**config.mk**
```make
export PLATFORM = sky130hd
export DESIGN_NAME = host_link_control_flags
export DESIGN_NICKNAME = d
export VERILOG_FILES = /design/src/rtl/host_link_control_flags.v
export VERILOG_INCLUDE_DIRS = /design/src /design/src/shared
export SDC_FILE = /design/constraint.sdc
export NUM_CORES = 1
export LEC_CHECK = 0
export ABC_CLOCK_PERIOD_IN_PS = 3390
export BUFFER_PORTS_ARGS = -buffer_cell sky130_fd_sc_hd__buf_2
export CORE_MARGIN = 2
export CORE_UTILIZATION = 47
export CTS_CLUSTER_SIZE = 16
export DETAILED_ROUTE_END_ITERATION = 10
export GPL_ROUTABILITY_DRIVEN = 1
export HOLD_SLACK_MARGIN = 0.02
export PLACE_DENSITY = 0.95
export SETUP_SLACK_MARGIN = 0.1
export SYNTH_ARGS = -nofsm -noshare
export SYNTH_HDL_FRONTEND = slang
export SYNTH_SLANG_ARGS = --single-unit
```
**constraint.sdc**
```tcl
create_clock -name aclk -period 3.39 [get_ports aclk]
set_clock_uncertainty 0.15 [all_clocks]
set_input_delay 0.1695 -clock aclk [delete_from_list [all_inputs] [get_ports aclk]]
set_output_delay 0.1695 -clock aclk [all_outputs]
set_load 0.03 [all_outputs]
```
**src/shared/host_link_control_map.vh**
```
// Purpose: offsets, field positions, reset values and timing counts
// Assumes: 32-bit register words on an AXI4-Lite slave, byte addresses
// Notes:   definitions only
`ifndef HOST_LINK_CONTROL_MAP_VH
`define HOST_LINK_CONTROL_MAP_VH

// =====================================================
// offsets
`define OFS_FLAGS_SET      12'h050
`define OFS_FLAGS_CLEAR    12'h054
`define OFS_SCLK_LO_FIRST  12'h0DC
`define OFS_SCLK_LO_LAST   12'h0F0
`define OFS_SCLK_HI_FIRST  12'h100
`define OFS_SCLK_HI_LAST   12'h11C

// =====================================================
// field positions
`define BIT_PHY_DELEGATED  23
`define BIT_ENHANCE_EN     22
`define BIT_LINK_POWER     19
`define BIT_POSTED_WRITE   18
`define BIT_CONNECT_EN     17
`define BIT_SOFT_RESET     16

// =====================================================
// reset values and timing
`define FLAGS_RESET        32'h0080_0000
`define CLK_PERIOD_NS      100
`define SOFT_RESET_NS      800
// 800 ns at a 100 ns clock, sized for the 4-bit sequencer count
`define SOFT_RESET_CYCLES  4'h8

`endif

```
**src/rtl/host_link_control_flags.v**
```verilog
// Purpose: host control flag register (bits 28..0) behind set/clear ports
// Assumes: AXI4-Lite slave on aclk; inputs synchronous to aclk
// Notes:   link-side window DCh-F0h, 100h-11Ch answered here as stand-in
//
// Chosen here: the register addresses and the AXI4-Lite register port.
`include "host_link_control_map.vh"

module host_link_control_flags (
   // clock, resets and freeze
   input  wire        aclk,
   input  wire        aresetn,
   input  wire        global_reset_n,
   input  wire        clk_en,
   // strap and configuration-space inputs
   input  wire        eeprom_loaded,
   input  wire        eeprom_phy_delegated,
   input  wire        abort_suppress,
   input  wire        sclk_running,
   // write address channel
   input  wire [11:0] s_axi_awaddr,
   input  wire        s_axi_awvalid,
   output wire        s_axi_awready,
   // write data channel
   input  wire [31:0] s_axi_wdata,
   input  wire [3:0]  s_axi_wstrb,
   input  wire        s_axi_wvalid,
   output wire        s_axi_wready,
   // write response channel
   output reg  [1:0]  s_axi_bresp,
   output reg         s_axi_bvalid,
   input  wire        s_axi_bready,
   // read address channel
   input  wire [11:0] s_axi_araddr,
   input  wire        s_axi_arvalid,
   output wire        s_axi_arready,
   // read data channel
   output reg  [31:0] s_axi_rdata,
   output reg  [1:0]  s_axi_rresp,
   output reg         s_axi_rvalid,
   input  wire        s_axi_rready,
   // flag register bits
   output reg         phy_config_delegated,
   output reg         enhancement_enable,
   output reg         link_power_on,
   output reg         posted_write_allow,
   output reg         bus_connect_enable,
   output reg         software_reset_trigger,
   // effects on the rest of the link
   output wire        link_phy_allow,
   output wire        packet_path_enable,
   output wire        link_state_reset
);

   localparam [1:0] RESP_OKAY   = 2'h0;
   localparam [1:0] RESP_SLVERR = 2'h2;
   localparam [3:0]  SR_CYCLES   = `SOFT_RESET_CYCLES;
   localparam [11:0] ADDR_SET    = `OFS_FLAGS_SET;
   localparam [11:0] ADDR_CLEAR  = `OFS_FLAGS_CLEAR;

   // =====================================================
   // write channel capture: address and data in either order
   reg  [11:0] aw_addr;
   reg         aw_held;
   reg  [31:0] w_data;
   reg  [3:0]  w_strb;
   reg         w_held;
   reg  [3:0]  sr_count;
   wire        wr_go;
   wire        hard_reset;
   wire        soft_active;
   wire [31:0] wmask;

   assign hard_reset    = !aresetn || !global_reset_n;
   // a held item closes its own write channel and a waiting response closes both,
   // so the next write cannot overtake the answer to this one
   assign s_axi_awready = !aw_held && !s_axi_bvalid;
   assign s_axi_wready  = !w_held && !s_axi_bvalid;
   assign wr_go         = aw_held && w_held && !s_axi_bvalid;
   assign wmask         = w_data & {{8{w_strb[3]}}, {8{w_strb[2]}},
                                    {8{w_strb[1]}}, {8{w_strb[0]}}};
   assign soft_active   = software_reset_trigger;

   always @(posedge aclk) begin
      if (!aresetn) begin
         aw_addr <= 12'h000;
         aw_held <= 1'b0;
      end else if (clk_en) begin
         if (s_axi_awvalid && s_axi_awready) begin
            aw_addr <= s_axi_awaddr;
            aw_held <= 1'b1;
         end else if (wr_go) begin
            aw_held <= 1'b0;
         end
      end
   end

   always @(posedge aclk) begin
      if (!aresetn) begin
         w_data <= 32'h0000_0000;
         w_strb <= 4'h0;
         w_held <= 1'b0;
      end else if (clk_en) begin
         if (s_axi_wvalid && s_axi_wready) begin
            w_data <= s_axi_wdata;
            w_strb <= s_axi_wstrb;
            w_held <= 1'b1;
         end else if (wr_go) begin
            w_held <= 1'b0;
         end
      end
   end

   // =====================================================
   // link clock domain window decode
   function in_sclk_window;
      input [11:0] a;
      begin
         in_sclk_window = (a >= `OFS_SCLK_LO_FIRST && a <= `OFS_SCLK_LO_LAST) ||
                          (a >= `OFS_SCLK_HI_FIRST && a <= `OFS_SCLK_HI_LAST);
      end
   endfunction

   // =====================================================
   // flag register
   wire at_set   = (aw_addr[11:2] == ADDR_SET[11:2]);
   wire at_clear = (aw_addr[11:2] == ADDR_CLEAR[11:2]);
   wire wr_set   = wr_go && at_set;
   wire wr_clear = wr_go && at_clear;

   // delegation flag survives software reset; strap taken on the clock
   always @(posedge aclk) begin
      if (hard_reset) begin
         phy_config_delegated <= 1'b1;
      end else if (clk_en) begin
         if (eeprom_loaded) begin
            phy_config_delegated <= eeprom_phy_delegated;
         end else if (wr_clear && wmask[`BIT_PHY_DELEGATED] && !soft_active) begin
            phy_config_delegated <= 1'b0;
         end
      end
   end

   // enhancement enable: delegation rules are kept by software, not checked here
   always @(posedge aclk) begin
      if (!aresetn) begin
         enhancement_enable <= 1'b0;
      end else if (clk_en) begin
         if (soft_active) begin
            enhancement_enable <= 1'b0;
         end else if (wr_set && wmask[`BIT_ENHANCE_EN]) begin
            enhancement_enable <= 1'b1;
         end else if (wr_clear && wmask[`BIT_ENHANCE_EN]) begin
            enhancement_enable <= 1'b0;
         end
      end
   end

   // link power: cleared while soft reset runs, like every link flag
   always @(posedge aclk) begin
      if (!aresetn) begin
         link_power_on <= 1'b0;
      end else if (clk_en) begin
         if (soft_active) begin
            link_power_on <= 1'b0;
         end else if (wr_set && wmask[`BIT_LINK_POWER]) begin
            link_power_on <= 1'b1;
         end else if (wr_clear && wmask[`BIT_LINK_POWER]) begin
            link_power_on <= 1'b0;
         end
      end
   end

   // posted writes: changing it while connected is a software error, not caught
   always @(posedge aclk) begin
      if (!aresetn) begin
         posted_write_allow <= 1'b0;
      end else if (clk_en) begin
         if (soft_active) begin
            posted_write_allow <= 1'b0;
         end else if (wr_set && wmask[`BIT_POSTED_WRITE]) begin
            posted_write_allow <= 1'b1;
         end else if (wr_clear && wmask[`BIT_POSTED_WRITE]) begin
            posted_write_allow <= 1'b0;
         end
      end
   end

   // connect flag: aresetn and software reset drop it; global_reset_n does not
   always @(posedge aclk) begin
      if (!aresetn) begin
         bus_connect_enable <= 1'b0;
      end else if (clk_en) begin
         if (soft_active) begin
            bus_connect_enable <= 1'b0;
         end else if (wr_set && wmask[`BIT_CONNECT_EN]) begin
            bus_connect_enable <= 1'b1;
         end else if (wr_clear && wmask[`BIT_CONNECT_EN]) begin
            bus_connect_enable <= 1'b0;
         end
      end
   end

   // =====================================================
   // soft reset sequencer: fixed length, the clear port cannot cut it short
   always @(posedge aclk) begin
      if (!aresetn) begin
         software_reset_trigger <= 1'b0;
         sr_count               <= 4'h0;
      end else if (clk_en) begin
         if (soft_active) begin
            if (sr_count == SR_CYCLES - 4'h1) begin
               software_reset_trigger <= 1'b0;
               sr_count               <= 4'h0;
            end else begin
               sr_count <= sr_count + 4'h1;
            end
         end else if (wr_set && wmask[`BIT_SOFT_RESET]) begin
            software_reset_trigger <= 1'b1;
         end
      end
   end

   // =====================================================
   // effects on the rest of the link
   assign link_phy_allow     = link_power_on;
   assign packet_path_enable = bus_connect_enable && !soft_active;
   assign link_state_reset   = soft_active;

   wire [31:0] flags_view;

   assign flags_view = {3'b000,                 // upper bits kept outside this block
                        5'b0_0000,
                        phy_config_delegated,
                        enhancement_enable,
                        2'b00,
                        link_power_on,
                        posted_write_allow,
                        bus_connect_enable,
                        software_reset_trigger,
                        16'h0000};

   // =====================================================
   // write response; decode is combinational, the answer is registered
   reg  [1:0]  next_bresp;
   wire        wr_window;

   assign wr_window = in_sclk_window(aw_addr);

   always @* begin
      next_bresp = RESP_OKAY;
      if (at_set || at_clear) begin
         next_bresp = RESP_OKAY;
      end else if (wr_window && !sclk_running && !abort_suppress) begin
         // stopped link clock: abort unless software asked for quiet completion
         next_bresp = RESP_SLVERR;
      end else if (wr_window) begin
         next_bresp = RESP_OKAY;
      end else begin
         next_bresp = RESP_SLVERR;
      end
   end

   always @(posedge aclk) begin
      if (!aresetn) begin
         s_axi_bvalid <= 1'b0;
         s_axi_bresp  <= RESP_OKAY;
      end else if (clk_en) begin
         if (wr_go) begin
            s_axi_bvalid <= 1'b1;
            s_axi_bresp  <= next_bresp;
         end else if (s_axi_bready) begin
            s_axi_bvalid <= 1'b0;
         end
      end
   end

   // =====================================================
   // read channel: decode combinational, answer registered one edge later
   reg  [31:0] next_rdata;
   reg  [1:0]  next_rresp;
   wire        rd_flags;
   wire        rd_window;

   assign s_axi_arready = !s_axi_rvalid;
   assign rd_flags      = (s_axi_araddr[11:2] == ADDR_SET[11:2]) ||
                          (s_axi_araddr[11:2] == ADDR_CLEAR[11:2]);
   assign rd_window     = in_sclk_window(s_axi_araddr);

   // unmapped addresses answer an error so a stray pointer shows up at once
   always @* begin
      next_rdata = 32'h0000_0000;
      next_rresp = RESP_OKAY;
      if (rd_flags) begin
         next_rdata = flags_view;
      end else if (rd_window && !sclk_running && !abort_suppress) begin
         next_rresp = RESP_SLVERR;
      end else if (rd_window && !sclk_running) begin
         next_rdata = 32'hFFFF_FFFF;
      end else if (rd_window) begin
         // link-side registers live elsewhere; a running clock reads zero here
         next_rdata = 32'h0000_0000;
      end else begin
         next_rresp = RESP_SLVERR;
      end
   end

   always @(posedge aclk) begin
      if (!aresetn) begin
         s_axi_rvalid <= 1'b0;
         s_axi_rdata  <= 32'h0000_0000;
         s_axi_rresp  <= RESP_OKAY;
      end else if (clk_en) begin
         if (s_axi_arvalid && s_axi_arready) begin
            s_axi_rvalid <= 1'b1;
            s_axi_rdata  <= next_rdata;
            s_axi_rresp  <= next_rresp;
         end else if (s_axi_rready) begin
            s_axi_rvalid <= 1'b0;
         end
      end
   end

endmodule

```
==> impl_metrics.env, run 1 <==
export IMPL_synth_compound_area_share=0.170
export IMPL_fillerInstances=373
export IMPL_core_area_mm2=0.00432
export IMPL_crit_required_ns=3.43
export IMPL_htreeDepth=2
export IMPL_diodes=0
export IMPL_cts_buffer_depth=2
export IMPL_yosysSeqAreaShare=0.404
export IMPL_worst_pin_slew_ns=0.736
export IMPL_worstPathCellList="nor3_1, nand3_1, nor4_1, o2111ai_1, dlygate4sd3_1"
export IMPL_hpwl_um=3440
export IMPL_viasPerCell=5.17
export IMPL_dieArea_mm2=0.00498
export IMPL_drive_above_1_share=0.322
export IMPL_path_delay_family="simple AND/OR/NAND/NOR gates"
export IMPL_vias=1999
export IMPL_grt_usage=0.203
export IMPL_nNetsFinal=408
export IMPL_worst_slack_ns=1.25
export IMPL_routabilityCongestion=0.821
export IMPL_critPathKind="register to register"
export IMPL_synthXorXnorAreaFrac=0.00841
export IMPL_synth_top_family_by_area="simple AND/OR/NAND/NOR gates"
export IMPL_numPortBuffers=91
export IMPL_synthArstFlopShare=0
export IMPL_synth_main_ff_cell="dfxtp_1"
export IMPL_insertion_delay_ns=0.29
export IMPL_synth_edf_count=0
export IMPL_core_rowCount=24
export IMPL_crit_buf_inv=1
export IMPL_fmax_ghz=0.468
export IMPL_grt_pass1_wl_um=8040
export IMPL_slowest_stage="dlygate4sd3_1"
export IMPL_powerDensity_mw_per_mm2=370
export IMPL_critPathLaunchType="register"
export IMPL_relSlewSlack=0.507
export IMPL_hp_class="input port to register"
export IMPL_synth_simple_area_share=0.247
export IMPL_dp_cells=356
export IMPL_pre_cts_slack_ns=1.64
export IMPL_yosys_warnings=0
export IMPL_min_period_ns=2.14
export IMPL_post_route_period_util=0.631
export IMPL_synth_seq_cells=42
export IMPL_worstPathArrival_ns=2.17
export IMPL_setup_viol=0
export IMPL_cts_root_buf="clkbuf_8"
export IMPL_first_iter_violations=75
export IMPL_path_max_fanout=7
export IMPL_numCtsBuffers=5
export IMPL_synth_area_leaders="dfxtp_1, buf_4, nand2_1"
export IMPL_die_x_um=70.6
export IMPL_cts_sinks=42
export IMPL_antenna_left=0
export IMPL_final_hold_viol_count=0
export IMPL_synthAdderAreaFrac=0.00601
export IMPL_initial_core_util=0.482
export IMPL_ctsHoldBuffers=23
export IMPL_syn_avg_cell_area_um2=8.37
export IMPL_synth_top_area_share=0.404
export IMPL_cts_tree="yes"
export IMPL_drc=0
export IMPL_die_y_um=70.6
export IMPL_slew_viol_final=0
export IMPL_end_kind="register"
export IMPL_ys_types=47
export IMPL_final_cells=387
export IMPL_dr_pass1_iters=4
export IMPL_antenna_found_initial=0
export IMPL_status="complete, no violations"
export IMPL_seq_area_um2=841
export IMPL_setup_tns_ns=0
export IMPL_maxCapViolCount=0
export IMPL_clkSlewWorstSetupHoldPaths_ns=0.08
export IMPL_synth_largest_area_cell="dfxtp_1"
export IMPL_cellLeakagePower_nw=1.20
export IMPL_synthCells=249
export IMPL_irDropWorstVdd_mv=0.360
export IMPL_drt_wl_total_um=4960
export IMPL_multi_input_area_um2=966
export IMPL_rsz0062_at_grt="no"
export IMPL_postCtsSetupBuffers=0
export IMPL_slowest_delay_ns=0.56
export IMPL_wl_per_cell_um=12.8
export IMPL_yosysMostFrequentCell="dfxtp_1"
export IMPL_synth_area_mux_share=0.0288
export IMPL_syn_area_mm2=0.00208
export IMPL_grt_max_degree=28
export IMPL_gr_total_overflow=0
export IMPL_synthTopCellsByCount="dfxtp_1, nand2_1, buf_4, a21oi_1, nor2_1"
export IMPL_syn2layout_area_growth_pct=28.6
export IMPL_ios=123
export IMPL_cts_resized=0
export IMPL_grt_pass1_vias=1751
-- placed cells by master, fill, tap and decap left out, types with 2 or more instances in the layout --
master and n:
a21oi_1 24, a22oi_1 6, a31oi_1 4, and3b_1 3, and4b_1 2, buf_2 91
clkbuf_8 6, conb_1 2, dfxtp_1 42, dlygate4sd3_1 23, inv_1 6, mux2i_1 6
nand2_1 37, nand2b_1 2, nand3_1 6, nand3b_1 2, nor2_1 20, nor2b_1 4
nor3_1 6, nor4_1 2, nor4b_1 3, o2111ai_1 2, o21ai_0 4, o21ai_1 7
xor2_1 2
-- metrics by stage --
stage	hold WS (ns)	total power (W)	utilization	area [um^2]
2_1_floorplan	0.100	0.000602	-	2090
3_3_place_gp	0.229	0.000645	0.544	2350
3_5_place_dp	0.227	0.000649	0.544	2350
4_1_cts	0.0661	0.00100	0.620	2680
5_1_grt	0.100	0.00104	0.620	2680
6_report	0.0743	0.000992	0.620	2680
-- flip-flops by register name (all words and copies together) (netlist names) --
| signal | cells |
|---|---|
| s_axi_rvalid | 1 |
| enhancement_enable | 1 |
| link_state_reset | 1 |
| s_axi_rresp | 1 |
| link_phy_allow | 1 |
| posted_write_allow | 1 |
| phy_config_delegated | 1 |
| sr_count | 4 |
| s_axi_bresp | 1 |
| aw_addr | 12 |
| bus_connect_enable | 1 |
| s_axi_rdata | 7 |
| w_data | 6 |
| s_axi_bvalid | 1 |
| aw_held | 1 |
| w_held | 1 |
| w_strb | 1 |
-- path summary, 6_finish.rpt --
| check | to | slack (ns) | depth (start not counted) | startpoint |
|---|---|---|---|---|
| worst max-delay path | phy_config_delegated$_SDFFE_PP1P_ | 1.25 | 5 | aw_addr[9]$_SDFFE_PN0P_ |
| worst min-delay path | s_axi_rvalid$_SDFFE_PN0P_ | 0.07 | 3 | s_axi_arvalid |
| worst max register to register | phy_config_delegated$_SDFFE_PP1P_ | 1.25 | 5 | aw_addr[9]$_SDFFE_PN0P_ |
| worst min register to register | aw_addr[10]$_SDFFE_PN0P_ | 0.31 | 2 | aw_addr[10]$_SDFFE_PN0P_ |
-- layer usage --
layer | track usage | up-vias | wire, um
met1 | 0.233 | 897 | 1950
met3 | 0.0527 | 7 | 383
met2 | 0.365 | 84 | 2550
met5 | 0 | - | 0
li1 | - | 1011 | -
met4 | 0.0713 | 0 | 72
-- layout make-up --
cell class | count | area share
clock buffer | 6 | 0.0308
inverter | 7 | 0.00981
timing repair buffer | 114 | 0.256
sequential | 42 | 0.314
clock inverter | 2 | 0.00467
tap | 52 | 0.0243
multi-input combinational | 164 | 0.361
-- report_power, final --
group | internal, W | switching (W)
registers | 0.000509 | 0.0000124
logic | 0.0000633 | 0.0000742
clock network | 0.000164 | 0.000170
-- kinds of logic after synthesis --
| group | count (synthesis) |
|---|---|
| xor+xnor | 2 |
| flops | 42 |
| mux | 6 |
| fa+ha+maj | 1 |
| compound gates | 55 |
| other cells | 1 |
| simple gates | 98 |
| buf+inv | 44 |
-- worst register-to-register path, stage by stage, from the launching register on --
cell	delay (ns)
dfxtp_1	0.32
nor3_1	0.26
nand3_1	0.26
nor4_1	0.34
o2111ai_1	0.15
dlygate4sd3_1	0.56
Power figures use the tool's default switching activity.
==> run 2: changes to the inputs <==
- ABC_CLOCK_PERIOD_IN_PS: 3390 -> 2000
- CORE_UTILIZATION: 47 -> 43
- PLACE_DENSITY: 0.95 -> 0.9
- clock period: 3.39 -> 2 ns (I/O delays scaled with it)
==> run 2 against run 1 <==
Effect of this change:
- worst hold slack worse by 0.043 ns
- cell area increased by 1.1%
- first-iteration DRC count rose by 37%
- cell count grew 1.6%
- via count is 1.7% higher
- die area rose by 8.8%
- power up 65%
- core utilization down 4.2 points
- critical path depth fell by 1
- largest cell class unchanged
==> impl_metrics.env, run 2 (synthesis results as in run 1) <==
export IMPL_die_x_um=73.6
export IMPL_seq_area_um2=841
export IMPL_routabilityCongestion=0.888
export IMPL_cts_root_buf="clkbuf_8"
export IMPL_grt_pass1_wl_um=8230
export IMPL_dieArea_mm2=0.00542
export IMPL_critPathLaunchType="register"
export IMPL_critPathKind="register to register"
export IMPL_grt_usage=0.198
export IMPL_vias=2033
export IMPL_htreeDepth=2
export IMPL_die_y_um=73.6
export IMPL_drt_wl_total_um=5140
export IMPL_core_rowCount=25
export IMPL_rsz0062_at_grt="no"
export IMPL_postCtsSetupBuffers=0
export IMPL_numPortBuffers=91
export IMPL_gr_total_overflow=0
export IMPL_core_area_mm2=0.00469
export IMPL_final_common_cell="buf_2"
export IMPL_fillerInstances=409
export IMPL_powerDensity_mw_per_mm2=605
export IMPL_status="complete, no violations"
export IMPL_cts_buffer_depth=2
export IMPL_dp_cells=360
export IMPL_hpwl_um=3560
export IMPL_cts_sinks=42
export IMPL_viasPerCell=5.17
export IMPL_post_route_util=0.577
export IMPL_initial_core_util=0.444
export IMPL_cellLeakagePower_nw=1.21
export IMPL_first_iter_violations=103
export IMPL_setup_viol=0
export IMPL_wl_per_cell_um=13.1
export IMPL_min_period_ns=1.71
export IMPL_largest_register="aw_addr"
export IMPL_cts_tree="yes"
export IMPL_fmax_ghz=0.586
export IMPL_dr_pass1_iters=4
export IMPL_numCtsBuffers=5
export IMPL_drive_above_1_share=0.316
export IMPL_syn2layout_area_growth_pct=30.0
export IMPL_slew_viol_final=0
export IMPL_clkSlewWorstSetupHoldPaths_ns=0.07
export IMPL_crit_required_ns=2.02
export IMPL_nNetsFinal=413
export IMPL_reg_top3="aw_addr (12), s_axi_rdata (7), w_data (6)"
export IMPL_path_max_fanout=7
export IMPL_irDropWorstVdd_mv=0.376
export IMPL_hp_class="input port to register"
export IMPL_antenna_left=0
export IMPL_antenna_found_initial=0
export IMPL_worstPathArrival_ns=1.73
export IMPL_insertion_delay_ns=0.30
export IMPL_ff2ff_setup_slack_ns=0.29
export IMPL_power_w=0.00164
export IMPL_layout_common_cells="buf_2, dfxtp_1, nand2_1"
export IMPL_setup_tns_ns=0
export IMPL_diodes=0
export IMPL_finalHoldWorstSlack_ns=0.0316
export IMPL_end_kind="register"
export IMPL_drc=0
export IMPL_multi_input_area_um2=966
export IMPL_worst_pin_slew_ns=0.546
export IMPL_cp_startpoint="aw_addr[9]$_SDFFE_PN0P_"
export IMPL_regToRegStartpoint="aw_addr[9]$_SDFFE_PN0P_"
export IMPL_grt_max_degree=28
export IMPL_hp_start="s_axi_arvalid"
export IMPL_final_hold_viol_count=0
export IMPL_final_cells=393
export IMPL_post_route_period_util=0.853
export IMPL_ios=123
export IMPL_maxCapViolCount=0
export IMPL_relSlewSlack=0.635
export IMPL_grt_pass1_vias=1884
export IMPL_largest_register_ffs=12
-- run 2: routing by layer --
metal	share of wire	track usage
met5	0	0
met4	0.017	0.0707
met3	0.071	0.0480
met2	0.51	0.358
met1	0.41	0.224
-- run 2: final timing paths --
path / to / cells past startpoint
setup / recovery: phy_config_delegated$_SDFFE_PP1P_ / 4
hold / removal: s_axi_rvalid$_SDFFE_PN0P_ / 3
setup reg to reg: phy_config_delegated$_SDFFE_PP1P_ / 4
hold reg to reg: aw_addr[1]$_SDFFE_PN0P_ / 2
-- run 2: layout make-up --
| cell class | count | area share |
|---|---|---|
| clock buffer | 7 | 0.0282 |
| inverter | 7 | 0.00970 |
| multi-input combinational | 164 | 0.357 |
| sequential | 42 | 0.311 |
| tap | 54 | 0.0250 |
| timing repair buffer | 119 | 0.270 |
-- run 2: through the flow --
stage	area (um^2)	worst slack, ns
after floorplan	2090	0.297
after global placement	2370	0.384
after detailed placement	2370	0.368
after CTS	2710	0.362
after global routing	2710	0.306
final	2710	0.293
-- run 2: what timing repair did --
action                                 CTS  global route
resized for setup                        0             0
hold buffers                            26             0
endpoints found under the hold margin   22             0
-- run 2: worst max-delay path: stages, from the launching register on --
cell,delay [ns]
dfxtp_1,0.31
nor3_1,0.24
nand3_1,0.30
nor4_1,0.41
o2111ai_1,0.16
-- run 2: power breakdown --
part / switching [W] / total (W) / internal [W]
clock: 0.000269 / 0.000509 / 0.000240
combinational: 0.000130 / 0.000245 / 0.000114
sequential: 0.0000204 / 0.000883 / 0.000862
total: 0.000420 / 0.00164 / 0.00122
